**config.mk**
```make
export PLATFORM = sky130hd
export DESIGN_NAME = gsc_handler
export DESIGN_NICKNAME = d
export VERILOG_FILES = /design/src/pkg/gsc_pkg.sv /design/src/hw/gsc_handler.sv /design/src/hw/gsc_resp_mem.sv
export SDC_FILE = /design/constraint.sdc
export NUM_CORES = 1
export LEC_CHECK = 0
export ABC_CLOCK_PERIOD_IN_PS = 7800
export BUFFER_PORTS_ARGS = -buffer_cell sky130_fd_sc_hd__buf_2
export CORE_MARGIN = 3
export CORE_UTILIZATION = 58
export CTS_CLUSTER_DIAMETER = 50
export CTS_CLUSTER_SIZE = 28
export DETAILED_ROUTE_END_ITERATION = 16
export PLACE_DENSITY = 0.75
export SYNTH_ARGS = -nofsm -noshare
export SYNTH_HDL_FRONTEND = slang
export SYNTH_HIERARCHICAL = 1
export SYNTH_SLANG_ARGS = --single-unit
```
**constraint.sdc**
```tcl
create_clock -name sys_clk -period 7.8 [get_ports sys_clk]
set_input_delay 0.39 -clock sys_clk [delete_from_list [all_inputs] [get_ports sys_clk]]
set_output_delay 0.39 -clock sys_clk [all_outputs]
set_load 0.03 [all_outputs]
```
**src/pkg/gsc_pkg.sv**
```systemverilog
// Shared constants for the GPIO settings command handler.
// Assumes a byte-serial 64-byte report stream on one clock.
`default_nettype none
package gsc_pkg;
	localparam int          REPORT_LEN      = 64;
	localparam logic [7:0]  CMD_SET_SETTINGS = 8'h21;
	localparam logic [7:0]  CMD_GET_LEVEL   = 8'h31;
	localparam logic [7:0]  CMD_SET_DIR     = 8'h32;
	localparam logic [7:0]  CMD_GET_DIR     = 8'h33;
	localparam logic [7:0]  STATUS_OK       = 8'h00;
	localparam logic [7:0]  CMD_UNKNOWN_ST  = 8'hF9;
	localparam logic [5:0]  IDX_CMD         = 6'h00;
	localparam logic [5:0]  IDX_STATUS      = 6'h01;
	localparam logic [5:0]  IDX_DESIG_FIRST = 6'h04;
	localparam logic [5:0]  IDX_DESIG_LAST  = 6'h0C;
	localparam logic [5:0]  IDX_WORD_LO     = 6'h04;
	localparam logic [5:0]  IDX_WORD_HI     = 6'h05;
	localparam logic [5:0]  IDX_OTHER       = 6'h11;
	localparam logic [5:0]  IDX_LAST        = 6'h3F;
	localparam int          BIT_WAKE        = 4;
	localparam int          BIT_MODE_HI     = 3;
	localparam int          BIT_MODE_LO     = 1;
	localparam int          BIT_SPI_HOLD    = 0;
	localparam logic [7:0]  DESIG_GPIO      = 8'h00;
	localparam logic [7:0]  DESIG_CS        = 8'h01;
	localparam logic [7:0]  DESIG_DEDICATED = 8'h02;
	localparam logic [2:0]  MODE_NONE       = 3'h0;
	localparam logic [2:0]  MODE_FALL       = 3'h1;
	localparam logic [2:0]  MODE_RISE       = 3'h2;
	localparam logic [2:0]  MODE_LOW_PULSE  = 3'h3;
	localparam logic [2:0]  MODE_HIGH_PULSE = 3'h4;
	localparam logic [7:0]  DIR_RESET       = 8'hFF;
	localparam logic [7:0]  BYTE_ZERO       = 8'h00;
endpackage
`default_nettype wire

```
**src/hw/gsc_handler.sv**
```systemverilog
// GPIO settings command handler: decodes 64-byte request reports byte by
// byte and streams a 64-byte response. Assumes requests arrive in order.
//
// Overview of operation
// - Byte 17 bit 4 sets remote wake-up enable.
// - Byte 17 bits 3..1 select interrupt counting mode; 5..7 reserved.
// - Byte 17 bit 0 set keeps SPI bus between transfers.
// - Response byte 0 echoes the request command code.
// - Status byte 1 is zero on success.
// - Code 0x33 returns current directions; host zeroes rest.
// - Direction word in bytes 4 and 5, pin 0 at LSB.
// - Code 0x32 loads directions from byte 4 only, echoes code.
// - Direction set changes only GPIO-designated pins; level reads report every pin.
// - Code 0x31 returns current pin levels.
// - Level response byte 4 holds pins 0 to 7 levels.
// - Level response byte 5 bit 0 is input-only pin 8 level.
// - Designation 0 GPIO, 1 chip select, 2 dedicated; pin 8 input or dedicated.
`default_nettype none
module gsc_handler #(
	parameter int NPINS = 8
) (
	input  wire logic             sys_clk,
	input  wire logic             rst_b,
	input  wire logic             req_valid,
	input  wire logic [7:0]       req_data,
	input  wire logic             resp_ready,
	output logic                  resp_valid,
	output logic      [7:0]       resp_data,
	output logic                  resp_last,
	output logic                  req_ready,
	input  wire logic [NPINS-1:0] gp_pin_in,
	input  wire logic             input_only_pin,
	output logic      [NPINS-1:0] gp_dir,
	output logic      [NPINS-1:0] gp_is_gpio,
	output logic                  input_only_dedicated,
	output logic                  remote_wake_en,
	output logic      [2:0]       int_count_mode,
	output logic                  spi_hold_bus
);
	typedef enum logic [2:0] {
		GSC_RX   = 3'b001,
		GSC_FILL = 3'b010,
		GSC_TX   = 3'b100
	} gsc_state_t;

	// ==========================================================
	// Pin synchronisers: three stages, change taken when 2 and 3 agree
	logic [NPINS:0] s1_reg, s2_reg, s3_reg, lvl_reg;
	logic [NPINS:0] lvl_next;
	always_comb begin
		lvl_next = lvl_reg;
		for (int i = 0; i <= NPINS; i++) begin
			if (s2_reg[i] == s3_reg[i]) begin
				lvl_next[i] = s3_reg[i];
			end
		end
	end
	always_ff @(posedge sys_clk or negedge rst_b) begin
		if (!rst_b) begin
			s1_reg  <= '0;
			s2_reg  <= '0;
			s3_reg  <= '0;
			lvl_reg <= '0;
		end else begin
			s1_reg  <= {input_only_pin, gp_pin_in};
			s2_reg  <= s1_reg;
			s3_reg  <= s2_reg;
			lvl_reg <= lvl_next;
		end
	end

	// ==========================================================
	// Command state
	gsc_state_t       st_reg, st_next;
	logic [5:0]       idx_reg, idx_next;
	logic [7:0]       cmd_reg, cmd_next;
	logic [7:0]       wlo_reg, wlo_next;
	logic [NPINS-1:0] dir_reg, dir_next;
	logic [NPINS-1:0] gpio_reg, gpio_next;
	logic             p8d_reg, p8d_next;
	logic             wake_reg, wake_next;
	logic [2:0]       mode_reg, mode_next;
	logic             hold_reg, hold_next;
	logic             mem_we;
	logic [7:0]       mem_wd;
	logic [7:0]       mem_rd;
	logic             txv_reg, txv_next;

	// Response byte for a given index; zero except code, status, direction and level bytes
	function automatic logic [7:0] resp_byte(input logic [5:0] idx, input logic [7:0] cmd,
			input logic [NPINS-1:0] dir, input logic [NPINS:0] lvl);
		logic [7:0] b;
		b = gsc_pkg::BYTE_ZERO;
		if (idx == gsc_pkg::IDX_CMD) begin
			b = cmd;
		end else if (idx == gsc_pkg::IDX_STATUS) begin
			b = (cmd == gsc_pkg::CMD_SET_SETTINGS || cmd == gsc_pkg::CMD_GET_LEVEL ||
				cmd == gsc_pkg::CMD_SET_DIR || cmd == gsc_pkg::CMD_GET_DIR) ?
				gsc_pkg::STATUS_OK : gsc_pkg::CMD_UNKNOWN_ST;
		end else if (cmd == gsc_pkg::CMD_GET_DIR && idx == gsc_pkg::IDX_WORD_LO) begin
			// direction word, pin 0 at LSB
			b = 8'(dir);
		end else if (cmd == gsc_pkg::CMD_GET_DIR && idx == gsc_pkg::IDX_WORD_HI) begin
			// high byte, pin 8 always input
			b = 8'h01;
		end else if (cmd == gsc_pkg::CMD_GET_LEVEL && idx == gsc_pkg::IDX_WORD_LO) begin
			b = 8'(lvl[NPINS-1:0]);
		end else if (cmd == gsc_pkg::CMD_GET_LEVEL && idx == gsc_pkg::IDX_WORD_HI) begin
			// pin 8 level in bit 0
			b = {7'h00, lvl[NPINS]};
		end
		return b;
	endfunction

	// ==========================================================
	// Next-state logic for receive, fill and transmit
	always_comb begin
		st_next   = st_reg;
		idx_next  = idx_reg;
		cmd_next  = cmd_reg;
		wlo_next  = wlo_reg;
		dir_next  = dir_reg;
		gpio_next = gpio_reg;
		p8d_next  = p8d_reg;
		wake_next = wake_reg;
		mode_next = mode_reg;
		hold_next = hold_reg;
		txv_next  = 1'b0;
		mem_we    = 1'b0;
		mem_wd    = gsc_pkg::BYTE_ZERO;
		unique case (st_reg)
			GSC_RX: begin
				if (req_valid) begin
					// only indexed bytes are kept, reserved ones dropped
					if (idx_reg == gsc_pkg::IDX_CMD) begin
						cmd_next = req_data;
					end
					if (idx_reg == gsc_pkg::IDX_WORD_LO) begin
						wlo_next = req_data;
					end
					// designation bytes 4..11 of settings report
					if (cmd_reg == gsc_pkg::CMD_SET_SETTINGS && idx_reg >= gsc_pkg::IDX_DESIG_FIRST &&
						idx_reg < gsc_pkg::IDX_DESIG_LAST) begin
						gpio_next[3'(idx_reg - gsc_pkg::IDX_DESIG_FIRST)] = (req_data == gsc_pkg::DESIG_GPIO);
					end
					// pin 8 input or dedicated only
					if (cmd_reg == gsc_pkg::CMD_SET_SETTINGS && idx_reg == gsc_pkg::IDX_DESIG_LAST) begin
						p8d_next = (req_data == gsc_pkg::DESIG_DEDICATED);
					end
					if (cmd_reg == gsc_pkg::CMD_SET_SETTINGS && idx_reg == gsc_pkg::IDX_OTHER) begin
						wake_next = req_data[gsc_pkg::BIT_WAKE];
						mode_next = req_data[gsc_pkg::BIT_MODE_HI:gsc_pkg::BIT_MODE_LO];
						hold_next = req_data[gsc_pkg::BIT_SPI_HOLD];
					end
					idx_next = idx_reg + 6'h01;
					if (idx_reg == gsc_pkg::IDX_LAST) begin
						st_next  = GSC_FILL;
						idx_next = gsc_pkg::IDX_CMD;
					end
				end
			end
			GSC_FILL: begin
				// apply new directions once the report is complete
				if (idx_reg == gsc_pkg::IDX_CMD && cmd_reg == gsc_pkg::CMD_SET_DIR) begin
					dir_next = (dir_reg & ~gpio_reg) | (wlo_reg[NPINS-1:0] & gpio_reg);
				end
				mem_we   = 1'b1;
				mem_wd   = resp_byte(idx_reg, cmd_reg, dir_reg, lvl_reg);
				idx_next = idx_reg + 6'h01;
				if (idx_reg == gsc_pkg::IDX_LAST) begin
					st_next  = GSC_TX;
					idx_next = gsc_pkg::IDX_CMD;
					// Valid waits one cycle so the read of byte 0 can land
				end
			end
			GSC_TX: begin
				txv_next = 1'b1;
				// Registered read lags one cycle, so advance only on acceptance
				if (txv_reg && resp_ready) begin
					idx_next = idx_reg + 6'h01;
					txv_next = 1'b0;
					if (idx_reg == gsc_pkg::IDX_LAST) begin
						st_next  = GSC_RX;
						idx_next = gsc_pkg::IDX_CMD;
					end
				end
			end
		endcase
	end

	// ==========================================================
	// State registers
	always_ff @(posedge sys_clk or negedge rst_b) begin
		if (!rst_b) begin
			st_reg   <= GSC_RX;
			idx_reg  <= 6'h00;
			cmd_reg  <= 8'h00;
			wlo_reg  <= 8'h00;
			dir_reg  <= gsc_pkg::DIR_RESET;
			gpio_reg <= '1;
			p8d_reg  <= 1'b0;
			wake_reg <= 1'b0;
			mode_reg <= gsc_pkg::MODE_NONE;
			hold_reg <= 1'b0;
			txv_reg  <= 1'b0;
		end else begin
			st_reg   <= st_next;
			idx_reg  <= idx_next;
			cmd_reg  <= cmd_next;
			wlo_reg  <= wlo_next;
			dir_reg  <= dir_next;
			gpio_reg <= gpio_next;
			p8d_reg  <= p8d_next;
			wake_reg <= wake_next;
			mode_reg <= mode_next;
			hold_reg <= hold_next;
			txv_reg  <= txv_next;
		end
	end

	gsc_resp_mem #(
		.DEPTH (gsc_pkg::REPORT_LEN),
		.AW    (6)
	) u_mem (
		.sys_clk (sys_clk),
		.wr_en   (mem_we),
		.wr_addr (idx_reg),
		.wr_data (mem_wd),
		.rd_addr (idx_reg),
		.rd_data (mem_rd)
	);

	// ==========================================================
	// Outputs
	assign req_ready            = (st_reg == GSC_RX);
	assign resp_valid           = (st_reg == GSC_TX) && txv_reg;
	assign resp_data            = mem_rd;
	assign resp_last            = resp_valid && (idx_reg == gsc_pkg::IDX_LAST);
	assign gp_dir               = dir_reg;
	assign gp_is_gpio           = gpio_reg;
	assign input_only_dedicated = p8d_reg;
	assign remote_wake_en       = wake_reg;
	assign int_count_mode       = mode_reg;
	assign spi_hold_bus         = hold_reg;
endmodule
`default_nettype wire

```
**src/hw/gsc_resp_mem.sv**
```systemverilog
// Response report buffer: 64 bytes, one write port, registered read.
// Assumes writer and reader share sys_clk.
`default_nettype none
module gsc_resp_mem #(
	parameter int DEPTH = 64,
	parameter int AW    = 6
) (
	input  wire logic          sys_clk,
	input  wire logic          wr_en,
	input  wire logic [AW-1:0] wr_addr,
	input  wire logic [7:0]    wr_data,
	input  wire logic [AW-1:0] rd_addr,
	output logic      [7:0]    rd_data
);
	logic [7:0] mem_reg [DEPTH];

	// ==========================================================
	// Storage; no reset so it maps to RAM
	always_ff @(posedge sys_clk) begin
		if (wr_en) begin
			mem_reg[wr_addr] <= wr_data;
		end
		rd_data <= mem_reg[rd_addr];
	end
endmodule
`default_nettype wire

```
==> run_results.csv <==
group,metric,value,unit
clock_network,cts_tree,"yes",
clock_network,cts_buffer_depth,3,
setup_path,cp-end-kind,"register",
placed_design,portBuffers,53,
setup_path,start_kind,"register",
power_and_ir_drop,power.leakage,8.914,nW
setup_path,arrival,4.98,ns
synthesis,synth_common_cells,"edfxtp_1, mux4_2, nor2_1",
die,die-height,208.5,um
synthesis,yosys-top-cells-area,"edfxtp_1, mux4_2, dfrtp_1, mux2_2, dfstp_2",
synthesis,avgSynthCellArea,19.49,sq um
finish,ff_latch_area,17670,sq um
setup_path,critPathRequiredTime,8.12,ns
finish,num_antenna_cells,0,
grt,grt_use_total,22.89,%
grt,grt-busiest-layer,"met2",
route,routed_wl,48960,um
die,die_area,43490,sq um
worst_hold_path,hp-class,"input pin to register",
die,core.rowCount,73,
grt,grt_max_degree,85,
timing,fin_crit_sh,59.74,%
route,vias,11940,
finish,largest_register_ff_count,512,
timing,grt_setup_unrepaired,"false",
grt,gr-usage-met3,4.991,%
synthesis,synth_seq_area_share,74.22,%
grt,grt_use_met2,36.54,%
power_and_ir_drop,powerDensity,337.3,nW/um^2
synthesis,synth_top_area_share,64.62,%
synthesis,syn_nets,1245,
clock_network,worst_skew_pair.late_latency,0.59,ns
setup_path,criticalPathCategory,"register to register",
synthesis,synth_edf_count,512,
finish,final_layout_size_suffix_gt1_share,28.06,%
finish,utilization,65.58,%
grt,grt_first_pass_wirelength,75090,um
timing,worst_pin_slew,1.149,ns
grt,antenna_found_initial,1,
timing,slew_headroom,22.38,%
synthesis,async_flop_share,13.91,%
synthesis,ys.flop_type,"edfxtp_1",
route,drtIter0Drc,1218,
grt,grt_use_met1,32.67,%
power_and_ir_drop,design_power_total,8.869,mW
grt,grt_overflow,0,
route,wire_per_inst,26.51,um
timing,fmax,214.6,MHz
clock_network,cts.sinks,604,
timing,fin_setup_tns,0,ns
placed_design,gp_congestion,0.8512,
synthesis,yosysUniqueCellTypes,66,
timing,hold_viol,0,
timing,period_needed,4.660,ns
finish,fill_cells,2529,
clock_network,root_buffer,"clkbuf_16",
die,fp.dieW,208.5,um
clock_network,cts-resized-gates,0,
timing,report.final.setup_viol,0,
setup_path,max_stage_delay,1.00,ns
placed_design,dpl.hpwl,29300,um
grt,grt_pass1_vias,12020,
status,status,"finished clean",
synthesis,yosysWarningCount,6,
synthesis,synth_cells,1221,
synthesis,yosysMostFrequentCell,"edfxtp_1",
clock_network,clk_pin_slew,0.08,ns
route,drc,0,
die,core-area,40100,sq um
finish,area_growth,10.52,%
route,dr.pass1.iters,5,
die,initial_core_util,59.33,%
route,antenna_left,0,
setup_path,crit_path_top_delay_cell,"nor4bb_1",
setup_path,crit_fanout,64,
synthesis,ys_seq_elements,604,
job,max-cap-violations,0,
clock_network,numCtsBuffers,43,
power_and_ir_drop,peakVddDrop,0.2588,mV
finish,multi_input_area,5856,sq um
die,boundaryPins,54,
finish,nNetsFinal,1313,
setup_path,cp_cell_sequence,"inv_1 > ha_1 > or3b_1 > nor4bb_1 > nand2_1 > a31oi_4 > buf_4",
synthesis,yosys.area.top_type,"edfxtp_1",
clock_network,htree_levels,2,
timing,final_max_slew_viol_count,0,
synthesis,synth_area,23790,sq um
route,routed_via_density,6.463,
timing,fin_skew,0.03522,ns
-- final timing paths --
| kind | from | to | slack, ns | depth (start not counted) |
|---|---|---|---|---|
| worst max-delay path | idx_reg[1] | u_mem/mem_reg[35][1] | 3.14 | 7 |
| worst min-delay path | req_data[7] | cmd_reg[7] | 0.07 | 2 |
| worst max register to register | idx_reg[1] | u_mem/mem_reg[35][1] | 3.14 | 7 |
| worst min register to register | s1_reg[4] | s2_reg[4] | 0.35 | 0 |
| max in group asynchronous | rst_b | idx_reg[0] | 6.55 | 2 |
| min in group asynchronous | rst_b | st_reg[1] | 0.51 | 2 |
-- worst max-delay path: cells and delay by family (launching register included) --
kind / cells / cell delay [ns]
AO/OA/AOI/OAI: 1 / 0.73
adder cells (fa/ha/maj): 1 / 0.30
buffers and inverters: 2 / 0.79
flip-flops: 1 / 0.79
AND/OR/NAND/NOR: 3 / 1.74
-- layout make-up --
| type | instances | share of cell area [%] |
|---|---|---|
| flip-flops and latches | 604 | 67.21 |
| clock buffers | 48 | 4.325 |
| repair buffers | 85 | 2.037 |
| well taps | 525 | 2.498 |
| clock inverters | 30 | 1.561 |
| multi-input cells | 548 | 22.27 |
| inverters | 7 | 0.09993 |
-- metal layers --
metal | part of all wire, % | up-vias
li1 | - | 5080
met1 | 40 | 6260
met2 | 49 | 507
met3 | 8.0 | 89
met4 | 2.7 | 2
met5 | 0.016 | -
-- report_power, final --
part	total [mW]	internal (mW)	switching (mW)	leakage [nW]
combinational	2.41	0.957	1.45	2.25
clock	2.43	1.23	1.20	0.753
sequential	4.03	3.86	0.168	5.91
total	8.87	6.05	2.82	8.91
-- placed cells by master (no fill, tap or decap), drive strengths merged, types with 7 or more instances in the layout --
master and count:
edfxtp 512, mux4 126, nor3 10, dlygate4sd3 11, mux2 55, o22ai 8
buf 74, dfrtp 67, nand2b 9, nor2b 15, nor4 7, a221oi 7
clkbuf 48, clkinv 8, nand3 39, mux2i 25, o21ai 8, inv 25
dfstp 17, nor2 99, dfxtp 8, nand2 35, maj3 9, o221ai 8
-- through the flow --
| step | setup slack (ns) | instance area, sq um | hold WS [ns] | std cells |
|---|---|---|---|---|
| 2_1_floorplan | 2.316 | 23790 | 0.09441 | 1221 |
| 3_3_place_gp | 3.445 | 24640 | 0.3323 | 1758 |
| 5_1_grt | 2.839 | 26290 | 0.04977 | 1847 |
| 6_report | 3.140 | 26290 | 0.06801 | 1847 |
| 4_1_cts | 3.109 | 26290 | 0.03345 | 1847 |
| 3_5_place_dp | 3.147 | 24640 | 0.3347 | 1758 |
-- kinds of logic after synthesis --
kind of cell               after synthesis  synth area share (%)
DFF                                    604                 74.22
and+or+nand+nor                        252                 5.338
muxes                                  206                 15.66
AOI/OAI and AO/OA                       75                 2.403
buffers and inverters                   69                 1.730
adders and majority gates               12                0.5365
xor gates and xnor gates                 3                0.1105
-- timing repair --
action                                 4_1_cts  5_1_grt
hold buffers                                11        0
endpoints found under the hold margin       56        0
buffers inserted                             0        0
No activity file was read; power rests on OpenSTA's default activity.
